[config.mk]
export PLATFORM = sky130hd
export DESIGN_NAME = sdc_top
export DESIGN_NICKNAME = d
export VERILOG_FILES = /design/src/hdl/sdc_pkg.sv /design/src/hdl/sdc_top.sv /design/src/hdl/sdc_gap_timer.sv /design/src/hdl/sdc_ptr.sv
export VERILOG_INCLUDE_DIRS = /design/src /design/src/hdl
export SDC_FILE = /design/constraint.sdc
export NUM_CORES = 1
export LEC_CHECK = 0
export CAP_MARGIN = 10
export CORE_MARGIN = 2
export CORE_UTILIZATION = 45
export CTS_CLUSTER_SIZE = 40
export DETAILED_ROUTE_END_ITERATION = 8
export DONT_BUFFER_PORTS = 1
export PLACE_DENSITY = 0.62
export SYNTH_ARGS = -nofsm -noshare
export SYNTH_HDL_FRONTEND = slang
export SYNTH_SLANG_ARGS = --single-unit
[constraint.sdc]
create_clock -name sys_clk_i -period 4.1 [get_ports sys_clk_i]
set_input_delay 0.205 -clock sys_clk_i [delete_from_list [all_inputs] [get_ports sys_clk_i]]
set_output_delay 0.205 -clock sys_clk_i [all_outputs]
set_load 0.02 [all_outputs]
[src/hdl/sdc_defs.svh]
// Register offsets, field positions, reset values and timing counts of the serial DMA control
`ifndef SDC_DEFS_SVH
`define SDC_DEFS_SVH

`define SDC_OFS_CNT_LO 12'hf84
`define SDC_OFS_CNT_HI 12'hf85
`define SDC_OFS_GAP_WM 12'hf86
`define SDC_OFS_MODE 12'hf88
`define SDC_OFS_TX_LO 12'hf8a
`define SDC_OFS_TX_HI 12'hf8b
`define SDC_OFS_RX_LO 12'hf8c
`define SDC_OFS_RX_HI 12'hf8d
`define SDC_OFS_STATUS 12'hf8e

`define SDC_RST_BYTE 8'h00
`define SDC_RST_CNT 10'h000

`define SDC_BIT_ACTIVE 0
`define SDC_BIT_GIS 1
`define SDC_POS_DIR 2
`define SDC_BIT_RX_STEP 4
`define SDC_BIT_TX_STEP 5
`define SDC_POS_CSC 6
`define SDC_POS_GAP 4
`define SDC_POS_WM 0
`define SDC_BIT_EVT 0
`define SDC_BIT_TMO 1

`define SDC_DIR_FULL 2'b10
`define SDC_DIR_TX 2'b01
`define SDC_DIR_RX 2'b00
`define SDC_CSC_OFF 2'b00
`define SDC_CSC_4 2'b11
`define SDC_CSC_2 2'b01

`define SDC_MIN_GAP_FAST 12'd8
`define SDC_MIN_GAP_MID 12'd9
`define SDC_MIN_GAP_SLOW 12'd15
`define SDC_GIS_EXTRA 12'd1
`define SDC_WM_ODD 11'd67
`define SDC_IDLE_FILL 8'hff

`endif

[src/hdl/sdc_pkg.sv]
// Types and decode functions shared by the serial DMA control files
`include "sdc_defs.svh"
package sdc_pkg;

    typedef enum logic [2:0] {
        ST_IDLE  = 3'b000,
        ST_FETCH = 3'b001,
        ST_LOAD  = 3'b010,
        ST_XFER  = 3'b011,
        ST_STORE = 3'b100,
        ST_GAP   = 3'b101
    } sdc_state_e;

    typedef struct packed {
        logic wr;
        logic rd;
        logic [11:0] addr;
        logic [7:0] wdata;
    } sdc_bus_s;

    typedef struct packed {
        logic rd;
        logic wr;
        logic [11:0] addr;
        logic [7:0] wdata;
    } sdc_mem_s;

    // Gap field to cycles: 1..128 as powers of two, 256..896 by 128, then 1024, 2048
    function automatic logic [11:0] sdc_gap_cycles(input logic [3:0] f);
        logic [11:0] r;
        r = 12'h000;
        if (!f[3]) begin
            r = 12'h001 << f[2:0];
        end else if (f[3:1] == 3'b111) begin
            r = f[0] ? 12'h800 : 12'h400;
        end else begin
            r = {2'b00, 3'(f[2:0] + 3'd2), 7'h00};
        end
        return r;
    endfunction : sdc_gap_cycles

    // Watermark field to bytes remaining; zero means completion only
    function automatic logic [10:0] sdc_wm_bytes(input logic [3:0] f);
        logic [10:0] r;
        r = 11'h000;
        if (f == 4'h0) begin
            r = 11'h000;
        end else if (f == 4'h7) begin
            r = `SDC_WM_ODD;
        end else if (!f[3]) begin
            r = 11'h001 << (f[2:0] - 3'd1);
        end else begin
            r = {1'b0, 4'(f[2:0] + 4'd2), 6'h00};
        end
        return r;
    endfunction : sdc_wm_bytes

endpackage : sdc_pkg

[src/hdl/sdc_top.sv]
// Serial DMA control: registers, byte sequencer, chip select, gaps and port event flag
//
// The address-and-strobe port was left to the implementer.
`include "sdc_defs.svh"
`timescale 1ns/100ps
`default_nettype none
module sdc_top (
    input wire logic sys_clk_i,
    input wire logic rst_n_i,
    input wire sdc_pkg::sdc_bus_s reg_bus_i,
    output logic [7:0] reg_rdata_o,
    input wire logic spi_master_i,
    input wire logic [1:0] clk_div_i,
    output logic sp_tx_valid_o,
    output logic [7:0] sp_tx_data_o,
    input wire logic sp_byte_done_i,
    input wire logic [7:0] sp_rx_data_i,
    output var sdc_pkg::sdc_mem_s mem_req_o,
    input wire logic [7:0] mem_rdata_i,
    output logic auto_chip_select_out_n_o,
    output logic port_event_flag_o,
    output logic transfer_active_o
);
    import sdc_pkg::*;

    function automatic logic hit(input logic [11:0] a, input logic [11:0] ofs);
        return a == ofs;
    endfunction : hit

    sdc_state_e state_ff;
    sdc_state_e nxt_state;
    logic [7:0] mode_ff;
    logic [7:0] nxt_mode;
    logic [7:0] gwm_ff;
    logic [7:0] nxt_gwm;
    logic [9:0] cnt_ff;
    logic [9:0] nxt_cnt;
    logic [7:0] rdata_ff;
    logic [7:0] nxt_rdata;
    logic [7:0] txd_ff;
    logic [7:0] nxt_txd;
    logic tx_stb_ff;
    logic nxt_tx_stb;
    logic [7:0] rxd_ff;
    logic [7:0] nxt_rxd;
    logic cs_n_ff;
    logic nxt_cs_n;
    logic [1:0] grp_ff;
    logic [1:0] nxt_grp;
    logic armed_ff;
    logic nxt_armed;
    logic evt_ff;
    logic nxt_evt;
    logic tmo_ff;
    logic nxt_tmo;

    logic wr_mode;
    logic wr_gwm;
    logic wr_status;
    logic active;
    logic [1:0] csc;
    logic [1:0] dir;
    logic gis;
    logic tx_mode;
    logic rx_mode;
    logic byte_ok;
    logic last_byte;
    logic last_in_grp;
    logic [1:0] grp_top;
    logic [10:0] remaining;
    logic [10:0] wm_level;
    logic [11:0] min_gap;
    logic [11:0] gap_len;
    logic gap_load;
    logic gap_expire;
    logic tmo_load;
    logic tmo_expire;
    logic timers_clear;
    logic tx_step;
    logic rx_step;
    logic [11:0] tx_ptr;
    logic [11:0] rx_ptr;

    assign wr_mode = reg_bus_i.wr && hit(reg_bus_i.addr, `SDC_OFS_MODE);
    assign wr_gwm = reg_bus_i.wr && hit(reg_bus_i.addr, `SDC_OFS_GAP_WM);
    assign wr_status = reg_bus_i.wr && hit(reg_bus_i.addr, `SDC_OFS_STATUS);

    assign active = mode_ff[`SDC_BIT_ACTIVE];
    assign csc = mode_ff[`SDC_POS_CSC +: 2];
    assign dir = mode_ff[`SDC_POS_DIR +: 2];
    assign gis = mode_ff[`SDC_BIT_GIS];
    // Code 11 is undefined; it is run as full duplex
    assign tx_mode = (dir != `SDC_DIR_RX);
    assign rx_mode = (dir != `SDC_DIR_TX);

    // A byte only counts when it completes while the session is still on
    assign byte_ok = (state_ff == ST_STORE) && active;
    assign last_byte = (cnt_ff == 10'h000);

    always_comb begin
        case (csc)
            `SDC_CSC_4: grp_top = 2'd3;
            `SDC_CSC_2: grp_top = 2'd1;
            default: grp_top = 2'd0;
        endcase
    end
    assign last_in_grp = (grp_ff == grp_top);

    assign remaining = {1'b0, cnt_ff} + 11'h001;
    assign wm_level = sdc_wm_bytes(gwm_ff[`SDC_POS_WM +: 4]);

    always_comb begin
        case (clk_div_i)
            2'b00: min_gap = `SDC_MIN_GAP_FAST;
            2'b01: min_gap = `SDC_MIN_GAP_MID;
            default: min_gap = `SDC_MIN_GAP_SLOW;
        endcase
    end

    // Gap interrupt mode trims the added delay to a single cycle
    assign gap_len = min_gap + (gis ? `SDC_GIS_EXTRA
                                    : sdc_gap_cycles(gwm_ff[`SDC_POS_GAP +: 4]));
    assign gap_load = byte_ok && !last_byte && spi_master_i;
    assign tmo_load = byte_ok && !last_byte && gis;
    assign timers_clear = (state_ff == ST_IDLE);

    assign tx_step = byte_ok && tx_mode && mode_ff[`SDC_BIT_TX_STEP];
    assign rx_step = byte_ok && rx_mode && mode_ff[`SDC_BIT_RX_STEP];

    sdc_ptr u_tx_ptr (
        .sys_clk_i(sys_clk_i),
        .rst_n_i(rst_n_i),
        .wr_lo_i(reg_bus_i.wr && hit(reg_bus_i.addr, `SDC_OFS_TX_LO)),
        .wr_hi_i(reg_bus_i.wr && hit(reg_bus_i.addr, `SDC_OFS_TX_HI)),
        .wdata_i(reg_bus_i.wdata),
        .step_i(tx_step),
        .ptr_o(tx_ptr)
    );

    sdc_ptr u_rx_ptr (
        .sys_clk_i(sys_clk_i),
        .rst_n_i(rst_n_i),
        .wr_lo_i(reg_bus_i.wr && hit(reg_bus_i.addr, `SDC_OFS_RX_LO)),
        .wr_hi_i(reg_bus_i.wr && hit(reg_bus_i.addr, `SDC_OFS_RX_HI)),
        .wdata_i(reg_bus_i.wdata),
        .step_i(rx_step),
        .ptr_o(rx_ptr)
    );

    sdc_gap_timer #(.W(12)) u_gap_timer (
        .sys_clk_i(sys_clk_i),
        .rst_n_i(rst_n_i),
        .load_i(gap_load),
        .len_i(gap_len),
        .clear_i(timers_clear),
        .expire_o(gap_expire)
    );

    // Runs in either role once gap interrupt select is set
    sdc_gap_timer #(.W(12)) u_tmo_timer (
        .sys_clk_i(sys_clk_i),
        .rst_n_i(rst_n_i),
        .load_i(tmo_load),
        .len_i(sdc_gap_cycles(gwm_ff[`SDC_POS_GAP +: 4])),
        .clear_i(timers_clear),
        .expire_o(tmo_expire)
    );

    always_comb begin
        nxt_state = state_ff;
        nxt_mode = mode_ff;
        nxt_gwm = gwm_ff;
        nxt_cnt = cnt_ff;
        nxt_txd = txd_ff;
        nxt_tx_stb = 1'b0;
        nxt_rxd = rxd_ff;
        nxt_cs_n = cs_n_ff;
        nxt_grp = grp_ff;
        nxt_armed = armed_ff;
        nxt_evt = evt_ff;
        nxt_tmo = tmo_ff;

        if (wr_gwm) begin
            nxt_gwm = reg_bus_i.wdata;
            nxt_armed = 1'b1;
        end
        if (wr_mode) begin
            nxt_mode = reg_bus_i.wdata;
            // A one is refused while a cancelled byte is still draining
            nxt_mode[`SDC_BIT_ACTIVE] = reg_bus_i.wdata[`SDC_BIT_ACTIVE]
                                        && (state_ff == ST_IDLE || active);
        end
        if (nxt_mode[`SDC_POS_CSC +: 2] != `SDC_CSC_OFF) begin
            nxt_mode[`SDC_BIT_GIS] = 1'b0;
        end
        if (reg_bus_i.wr && hit(reg_bus_i.addr, `SDC_OFS_CNT_LO)) begin
            nxt_cnt[7:0] = reg_bus_i.wdata;
        end
        if (reg_bus_i.wr && hit(reg_bus_i.addr, `SDC_OFS_CNT_HI)) begin
            nxt_cnt[9:8] = reg_bus_i.wdata[1:0];
        end
        if (wr_status) begin
            nxt_evt = evt_ff & ~reg_bus_i.wdata[`SDC_BIT_EVT];
            nxt_tmo = tmo_ff & ~reg_bus_i.wdata[`SDC_BIT_TMO];
        end

        case (state_ff)
            ST_IDLE: begin
                nxt_cs_n = 1'b1;
                if (wr_mode && reg_bus_i.wdata[`SDC_BIT_ACTIVE]) begin
                    nxt_state = ST_FETCH;
                    nxt_armed = 1'b1;
                    nxt_grp = 2'd0;
                end
            end
            ST_FETCH: begin
                nxt_state = active ? ST_LOAD : ST_IDLE;
            end
            ST_LOAD: begin
                if (!active) begin
                    nxt_state = ST_IDLE;
                end else begin
                    nxt_txd = tx_mode ? mem_rdata_i : `SDC_IDLE_FILL;
                    nxt_tx_stb = 1'b1;
                    if (spi_master_i && csc != `SDC_CSC_OFF) begin
                        nxt_cs_n = 1'b0;
                    end
                    nxt_state = ST_XFER;
                end
            end
            ST_XFER: begin
                // The byte on the wire always runs to its end
                if (sp_byte_done_i) begin
                    nxt_rxd = sp_rx_data_i;
                    nxt_state = ST_STORE;
                end
            end
            ST_STORE: begin
                if (!active) begin
                    nxt_cs_n = 1'b1;
                    nxt_state = ST_IDLE;
                end else if (last_byte) begin
                    nxt_mode[`SDC_BIT_ACTIVE] = 1'b0;
                    nxt_cs_n = 1'b1;
                    nxt_state = ST_IDLE;
                end else begin
                    nxt_cnt = cnt_ff - 10'h001;
                    if (last_in_grp) begin
                        nxt_cs_n = 1'b1;
                        nxt_grp = 2'd0;
                    end else begin
                        nxt_grp = grp_ff + 2'd1;
                    end
                    nxt_state = spi_master_i ? ST_GAP : ST_FETCH;
                end
            end
            ST_GAP: begin
                if (!active) begin
                    nxt_cs_n = 1'b1;
                    nxt_state = ST_IDLE;
                end else if (gap_expire) begin
                    nxt_state = ST_FETCH;
                end
            end
            default: begin
                nxt_state = ST_IDLE;
            end
        endcase

        // Sets come last so that they win over a clear in the same cycle
        if (byte_ok && last_byte) begin
            nxt_evt = 1'b1;
        end
        if (state_ff != ST_IDLE && active && armed_ff && wm_level != 11'h000
            && remaining <= wm_level) begin
            nxt_evt = 1'b1;
            nxt_armed = 1'b0;
        end
        if (tmo_expire && gis) begin
            nxt_tmo = 1'b1;
            nxt_evt = 1'b1;
        end
    end

    always_comb begin
        nxt_rdata = 8'h00;
        if (reg_bus_i.rd) begin
            case (reg_bus_i.addr)
                `SDC_OFS_MODE: nxt_rdata = mode_ff;
                `SDC_OFS_GAP_WM: nxt_rdata = gwm_ff;
                `SDC_OFS_CNT_LO: nxt_rdata = cnt_ff[7:0];
                `SDC_OFS_CNT_HI: nxt_rdata = {6'h00, cnt_ff[9:8]};
                `SDC_OFS_TX_LO: nxt_rdata = tx_ptr[7:0];
                `SDC_OFS_TX_HI: nxt_rdata = {4'h0, tx_ptr[11:8]};
                `SDC_OFS_RX_LO: nxt_rdata = rx_ptr[7:0];
                `SDC_OFS_RX_HI: nxt_rdata = {4'h0, rx_ptr[11:8]};
                `SDC_OFS_STATUS: nxt_rdata = {6'h00, tmo_ff, evt_ff};
                default: nxt_rdata = 8'h00;
            endcase
        end
    end

    always_ff @(posedge sys_clk_i or negedge rst_n_i) begin
        if (!rst_n_i) begin
            state_ff <= ST_IDLE;
            mode_ff <= `SDC_RST_BYTE;
            gwm_ff <= `SDC_RST_BYTE;
            cnt_ff <= `SDC_RST_CNT;
            rdata_ff <= 8'h00;
            txd_ff <= 8'h00;
            tx_stb_ff <= 1'b0;
            rxd_ff <= 8'h00;
            cs_n_ff <= 1'b1;
            grp_ff <= 2'd0;
            armed_ff <= 1'b0;
            evt_ff <= 1'b0;
            tmo_ff <= 1'b0;
        end else begin
            state_ff <= nxt_state;
            mode_ff <= nxt_mode;
            gwm_ff <= nxt_gwm;
            cnt_ff <= nxt_cnt;
            rdata_ff <= nxt_rdata;
            txd_ff <= nxt_txd;
            tx_stb_ff <= nxt_tx_stb;
            rxd_ff <= nxt_rxd;
            cs_n_ff <= nxt_cs_n;
            grp_ff <= nxt_grp;
            armed_ff <= nxt_armed;
            evt_ff <= nxt_evt;
            tmo_ff <= nxt_tmo;
        end
    end

    // One read per byte to send, one write per byte received
    assign mem_req_o.rd = (state_ff == ST_FETCH) && active && tx_mode;
    assign mem_req_o.wr = byte_ok && rx_mode;
    assign mem_req_o.addr = (state_ff == ST_FETCH) ? tx_ptr : rx_ptr;
    assign mem_req_o.wdata = rxd_ff;

    assign reg_rdata_o = rdata_ff;
    assign sp_tx_valid_o = tx_stb_ff;
    assign sp_tx_data_o = txd_ff;
    assign auto_chip_select_out_n_o = cs_n_ff;
    assign port_event_flag_o = evt_ff;
    assign transfer_active_o = active;
endmodule : sdc_top
`default_nettype wire

[src/hdl/sdc_gap_timer.sv]
// Down-counter that pulses once a loaded number of cycles has passed
`timescale 1ns/100ps
`default_nettype none
module sdc_gap_timer #(
    parameter int W = 12
) (
    input wire logic sys_clk_i,
    input wire logic rst_n_i,
    input wire logic load_i,
    input wire logic [W-1:0] len_i,
    input wire logic clear_i,
    output logic expire_o
);
    logic [W-1:0] cnt_ff;
    logic [W-1:0] nxt_cnt;

    always_comb begin
        nxt_cnt = cnt_ff;
        if (clear_i) begin
            nxt_cnt = '0;
        end else if (load_i) begin
            nxt_cnt = len_i;
        end else if (cnt_ff != '0) begin
            nxt_cnt = cnt_ff - W'(1);
        end
    end

    always_ff @(posedge sys_clk_i or negedge rst_n_i) begin
        if (!rst_n_i) begin
            cnt_ff <= '0;
        end else begin
            cnt_ff <= nxt_cnt;
        end
    end

    assign expire_o = (cnt_ff == W'(1));
endmodule : sdc_gap_timer
`default_nettype wire

[src/hdl/sdc_ptr.sv]
// Twelve-bit SRAM pointer loaded as a byte pair that can step by one
`timescale 1ns/100ps
`default_nettype none
module sdc_ptr (
    input wire logic sys_clk_i,
    input wire logic rst_n_i,
    input wire logic wr_lo_i,
    input wire logic wr_hi_i,
    input wire logic [7:0] wdata_i,
    input wire logic step_i,
    output logic [11:0] ptr_o
);
    logic [11:0] ptr_ff;
    logic [11:0] nxt_ptr;

    always_comb begin
        nxt_ptr = ptr_ff;
        if (step_i) begin
            nxt_ptr = ptr_ff + 12'h001;
        end else begin
            if (wr_lo_i) begin
                nxt_ptr[7:0] = wdata_i;
            end
            if (wr_hi_i) begin
                nxt_ptr[11:8] = wdata_i[3:0];
            end
        end
    end

    always_ff @(posedge sys_clk_i or negedge rst_n_i) begin
        if (!rst_n_i) begin
            ptr_ff <= 12'h000;
        end else begin
            ptr_ff <= nxt_ptr;
        end
    end

    assign ptr_o = ptr_ff;
endmodule : sdc_ptr
`default_nettype wire

Yosys cells after proc, flatten, opt, wreduce, memory -nomap -nowiden
Index checks and enable logic that the tools add are counted.
Storage, ports and cells
  register bits: 108
  latch bits: 0
  memory bits (writable): 0
  memory bits (read-only): 0
  bits of input ports: 44
  output and inout port bits: 42
  word-level logic and storage cells: 197
  memories: 0
Cells by class
  add/sub/neg operators: 11
  multipliers: 0
  divide/modulo/power cells: 0
  $lt $le $gt $ge: 1
  equal/unequal tests: 32
  shifts and indexed selects: 2
  mux-type cells: 69
  bitwise logic cells: 4
  reduce and logical (&&, ||, !) cells: 57
Operators by type and width (count)
  two-way mux 12 bit: 13
  == test 12 bit, second input constant: 9
  case mux 8 bit (9 select lines): 1
  two-way mux 8 bit: 6
  two-way mux 11 bit: 3
  two-way mux 10 bit: 3
  logical AND 1 bit: 28
  adder 12 x 1 -> 12 bit, second input constant: 2
  == test 12 x 1 -> 1 bit, second input constant: 2
  nonzero test 12 bit: 2
  subtractor 12 x 1 -> 12 bit, second input constant: 2
  two-way mux 1 bit: 22
  two-way mux 3 bit: 7
  nonzero test 2 bit: 10
  case mux 3 bit (6 select lines): 1
  two-way mux 2 bit: 7
  adder 12 bit: 1
  != test 2 bit, second input constant: 6
  << shifter 1 x 3 -> 12 bit, first input constant: 1
  adder 10 x 1 -> 11 bit, second input constant: 1
  less-or-equal comparator 11 bit: 1
  nonzero test 11 bit: 1
  << shifter 1 x 3 -> 11 bit, first input constant: 1
  logical NOT 10 bit: 1
  other kinds (32): 45

Depth between registers and ports, before layout
  depth in word-level cells: 10
  mapped depth: 11

Cells and area by module
A second synthesis with hierarchy kept.
Second synthesis, totals
  cells, all modules: 814
  area, all modules: 7508.5 um^2
By module, submodules not included
  sdc_top: times used 1, cells an instance 482, area each 4352.9 um^2
  sdc_gap_timer: times used 2, cells an instance 80, area each 805.8 um^2
  sdc_ptr: times used 2, cells an instance 86, area each 772.0 um^2

Worst setup path after synthesis
OpenSTA, ideal clock, no wires.
  path type: register to register
  start point: register gwm_ff[4]
  end point: register u_gap_timer.cnt_ff[4]
  setup time: 120 ps
  arrival time: 2214 ps
  data required time: 3980 ps
  path slack: 1765 ps
  cell stages (with the launch flop): 12
  path buffers: 1
  clock period less this slack: 2335 ps
  cells stage by stage: dfrtp_1 clkbuf_1 nor4_1 or2_2 ha_1 inv_1 fa_1 nor2b_1 nor3_1 o21ai_0 a21oi_1 a41o_1
On the way
  cells in the longest elaborated chain, start to end: 6
Ends and longest elaborated chain
  from (decl): line sdc_top.sv:34  | logic [7:0] gwm_ff;
  from (signal assigned): line sdc_top.sv:307  | gwm_ff <= `SDC_RST_BYTE;
  from (signal assigned): line sdc_top.sv:321  | gwm_ff <= nxt_gwm;
  << shifter 1 x 3 -> 12 bit: line sdc_pkg.sv:33  | r = 12'h001 << f[2:0];
  two-way mux 12 bit: line sdc_pkg.sv:32  | if (!f[3]) begin
  two-way mux 12 bit: line sdc_top.sv:121  | assign gap_len = min_gap + (gis ? `SDC_GIS_EXTRA
  adder 12 bit: line sdc_top.sv:121
  two-way mux 12 bit: line sdc_gap_timer.sv:21  | end else if (load_i) begin
  two-way mux 12 bit: line sdc_gap_timer.sv:19  | if (clear_i) begin
  to (signal assigned): line sdc_gap_timer.sv:32  | cnt_ff <= nxt_cnt;
  to (decl): line sdc_gap_timer.sv:14  | logic [W-1:0] cnt_ff;
No other way between the ends.
A chain may end at the register's enable or synchronous reset.

==> impl_summary.md <==
Status
The flow ran to the end, and the final reports show no timing, DRC or antenna violations.

Timing
Subtracting the final worst setup slack from the clock period gives 2.79 ns. The largest clock skew in the final design is 0.00879 ns. Setup repair after global routing left no endpoint under its margin. The hold violation count in the final report came to 0.

Setup violations remaining at the end of the flow were counted as 0. Of the available clock period, the critical path in the final layout requires 68.1%. The final total negative setup slack is 0 ns.

Measured against its own limit, the worst slew margin works out to 19.7%. The max-slew violation count is 0. Derived from the worst setup path, the maximum achievable clock frequency is 358 MHz. The slew at the pin with the worst max-slew slack is 1.20 ns. The worst path meets setup with 1.31 ns of slack.

Synth
For this run, the number of Yosys warnings is 0. A synthesized cell averages 8.91 um^2. The leading cell type by number of instances after synthesis is sky130_fd_sc_hd__dfrtp_1. The part of the Yosys area used for sequential elements is 36.9%. The top cell type by area accounts for 36.6% of the synthesized area. The cell count after synthesis is 822. In the post-synthesis netlist, the biggest area contributors are sky130_fd_sc_hd__dfrtp_1, sky130_fd_sc_hd__mux2_2, sky130_fd_sc_hd__ha_1, sky130_fd_sc_hd__nor2_1, sky130_fd_sc_hd__nand2_1.

The largest area contributor in the netlist is sky130_fd_sc_hd__dfrtp_1. Counting distinct cell types in the post-synthesis netlist gives 84. Among all flip-flop cells after synthesis, the most frequent one is sky130_fd_sc_hd__dfrtp_1.

The synthesized design contains 108 register bits. The area of the mapped netlist is 0.00732 mm^2. After synthesis, the most frequently instantiated cells are sky130_fd_sc_hd__dfrtp_1, sky130_fd_sc_hd__nor2_1, sky130_fd_sc_hd__nand2_1. The number of flops mapped to enable cells by yosys is 0. Of all flip-flops after synthesis, the portion carrying an async set or reset was 100%. The synthesized net count is 890.

Finish
The register area is 0.00270 mm^2. Summing all multi-input logic gate instances after layout gives 0.00426 mm^2. Leaving out filler cells and counting taps, the final layout contains 1,026.

The number of antenna cells inserted is 0. Of the cells placed in the final design, the portion with a size suffix greater than 1 is 10.4%. Fill cells in the final layout number 1,523.

The net total in the final layout is 873. Compared with the post-synthesis result, the final layout area differs by 7.77%.

Critical path
The signal on the critical path passes through nor3b_2 > nand2_1 > nor2_1. STA puts the critical path data arrival time at 2.59 ns. STA classifies the critical path endpoint as a primary output. The delay of the slowest critical-path stage is 1.02 ns. STA classifies the critical path startpoint as a register.

The worst flop-to-flop path startpoint is cnt_ff[2]. The reg-to-reg endpoint is port_event_flag_o. Across all register-to-register paths, the minimum setup slack is 1.37 ns. Measured in cells, the most critical reg-to-reg path has a length of 10. The slowest stage of the critical path belongs to the cell sky130_fd_sc_hd__nor3b_2. The required time at the worst-slack endpoint is 3.89 ns. Along the worst path, the maximum fanout reaches 16. By startpoint and endpoint, the worst setup path is classified as reg2out.

Placed design
The number of cells in the design after placement is 991. The count of input and output buffers is 0. The worst slack at placement is 1.40 ns. The half-perimeter wire length after detailed placement is 15.6 mm. At the end of routability-driven placement, the weighted congestion stood at 0.927.

Global route
The number of antenna violations at the first check in global routing was 0. Entering global routing, the biggest net connects 109 pins. The number of global-route vias before repair came to 6,412. The first global-routing pass estimated 35.6 mm of wire.

The total grt overflow is 0. Across every metal layer, demand over resource in global routing totals 25.9%.

Drt
The post-detailed-route DRC marker count is 0. The routed design has 22.4 mm of wire. In the final routed layout, each cell accounts on average for 21.9 um. The number of optimization iterations in the first detailed-route pass is 5. The overall via count from detail_route is 6,627. Using the TritonRoute via totals, the vias-per-cell ratio works out to 6.46. In this run the remaining antenna-violating nets after routing total 0.

The initial DRC count is 652.

Clock tree
The number of clock buffers added by TritonCTS is 9. The total of cells resized after clock tree synthesis is 0. The clock-pin slew on the worst setup and hold paths is 0.08 ns. Counting every sink on the clock net gives 108.

The root buffer selected by CTS is sky130_fd_sc_hd__clkbuf_16. The count of hold-fix buffers inserted at cts is 18. TritonCTS built the clock tree. In this run the post-CTS setup repair buffer count came out at 0. The number of levels the H-tree was split into is 3. No sink is reached through more buffers than the 2 on the longest clock path. For the worst-skew pair, the clock arrives at the later sink with an insertion delay of 0.37 ns.

Power
The share of total power dissipated in sequential elements is 50.3%. The switching power summed over all nets is 532 uW. The relative contribution of the clock network to total power is 45.3%. The part of the total power dissipated in combinational logic is 4.3%. Internal power comes to 1600 uW. In this run switching power makes up 24.9% of total power. Across the VDD grid, the largest voltage drop is 0.000233 V.

The overall power after layout is 2130 uW. The analysis attributes to cell leakage a power of 0.00322 uW. Dividing total power by cell area gives a power density of 270 mW/mm^2.

Worst hold path
The worst hold path terminates at u_tx_ptr.ptr_o[0]. The path class of the tightest hold or removal check is in2reg. The worst hold path startpoint is reg_bus_i[0]. The depth of the worst hold-timing path is 2.

Flow run
The tool flagged a number of max-cap violations equal to 0.

Floorplan
The die covers 0.0173 mm^2. The die is 132 um wide. The effective utilization at floorplan is 46.1%. The die is 132 um tall. After floorplanning, the core was sized to cover 0.0159 mm^2. The I/O pin count is 86. The number of core rows is 46.
==> how the worst max path moves through the flow <==
stage / from / to / slack, ns / cells after the start
after floorplan: gwm_ff[4] / u_gap_timer.cnt_ff[4] / 1.77 / 11
after global placement: mode_ff[0] / u_rx_ptr.ptr_o[5] / 1.49 / 5
after detailed placement: cnt_ff[2] / port_event_flag_o / 1.40 / 10
after CTS: state_ff[0] / mem_req_o[21] / 1.32 / 3
after global routing: state_ff[0] / mem_req_o[21] / 1.10 / 3
final: state_ff[0] / mem_req_o[21] / 1.31 / 3
==> power by group through the flow <==
stage	logic [uW]	registers, uW	clock network (uW)
after detailed placement	45.8	1100	0
after floorplan	50.4	1090	0
final	92.1	1070	967
after global placement	45.3	1100	0
after CTS	91.2	1070	977
after global routing	101	1070	1020
==> final cells by class <==
cell class	count	area share, %
Clock buffer	9	2.85
Tap cell	216	3.42
Multi-Input combinational cell	636	54.0
Inverter	28	1.33
Clock inverter	7	1.27
Sequential cell	108	34.3
Timing Repair Buffer	22	2.92
==> through the flow <==
stage,cell area (um^2),utilization (%),hold WS [ns]
after floorplan,7320,-,-0.0906
after global placement,7360,46.3,-0.0881
after detailed placement,7360,46.3,-0.0883
after CTS,7880,49.6,0.00148
after global routing,7890,49.7,0.00270
final,7890,49.7,0.00161
==> sequential cells by signal, summed over array words and instances, names as in the netlist, 2 cells and up <==
register	flops
reg_rdata_o	8
grp_ff	2
u_tmo_timer.cnt_ff	12
state_ff	3
cnt_ff	10
gwm_ff	8
u_tx_ptr.ptr_o	12
sp_tx_data_o	8
u_gap_timer.cnt_ff	12
u_rx_ptr.ptr_o	12
rxd_ff	8
mode_ff	8
==> cells in the final DEF, fill, tap and decap left out, types with 6 or more instances in the layout <==
| cell type | instances |
|---|---|
| sky130_fd_sc_hd__a211oi_1 | 13 |
| sky130_fd_sc_hd__xnor2_1 | 18 |
| sky130_fd_sc_hd__nor2_1 | 71 |
| sky130_fd_sc_hd__nand3_1 | 46 |
| sky130_fd_sc_hd__nand4_1 | 20 |
| sky130_fd_sc_hd__dfrtp_1 | 107 |
| sky130_fd_sc_hd__nand3b_1 | 9 |
| sky130_fd_sc_hd__a22oi_1 | 11 |
| sky130_fd_sc_hd__o21ai_0 | 44 |
| sky130_fd_sc_hd__a21o_1 | 6 |
| sky130_fd_sc_hd__ha_1 | 23 |
| sky130_fd_sc_hd__clkbuf_16 | 9 |
| sky130_fd_sc_hd__o31ai_1 | 7 |
| sky130_fd_sc_hd__and3_1 | 13 |
| sky130_fd_sc_hd__nor4_1 | 6 |
| sky130_fd_sc_hd__nor3_1 | 26 |
| sky130_fd_sc_hd__or3_1 | 8 |
| sky130_fd_sc_hd__nor3b_1 | 7 |
| sky130_fd_sc_hd__inv_1 | 28 |
| sky130_fd_sc_hd__a221o_1 | 7 |
| sky130_fd_sc_hd__a21oi_1 | 44 |
| sky130_fd_sc_hd__mux2i_1 | 10 |
| sky130_fd_sc_hd__o22ai_1 | 6 |
| sky130_fd_sc_hd__and2_1 | 8 |
| sky130_fd_sc_hd__and4_1 | 8 |
| sky130_fd_sc_hd__a31oi_1 | 13 |
| sky130_fd_sc_hd__xor2_1 | 7 |
| sky130_fd_sc_hd__mux2_2 | 35 |
| sky130_fd_sc_hd__nand2_1 | 68 |
| sky130_fd_sc_hd__nor2b_1 | 10 |
| sky130_fd_sc_hd__dlygate4sd3_1 | 18 |
==> metal layers <==
| metal | vias to the layer above | track usage, % | share of wire (%) |
|---|---|---|---|
| met5 | - | 0 | 0 |
| met4 | 0 | 11.4 | 3.4 |
| met3 | 56 | 4.40 | 7.1 |
| met2 | 289 | 42.2 | 48 |
| met1 | 3262 | 33.9 | 41 |
| li1 | 3020 | - | - |
==> critical path, delay by kind of cell, from the launching register on <==
kind          cells  cell delay (ns)
simple gates      3             1.63
flops             1             0.59
==> kinds of logic after synthesis <==
family | count (synthesis) | synth area share (%)
AO/OA/AOI/OAI | 201 | 18.4
XOR/XNOR | 25 | 2.99
adder cells (fa/ha/maj) | 24 | 4.20
buffers and inverters | 78 | 4.94
flip-flops | 108 | 36.9
multiplexers | 45 | 6.75
AND/OR/NAND/NOR | 341 | 25.8
No activity file was read; power rests on OpenSTA's default activity.
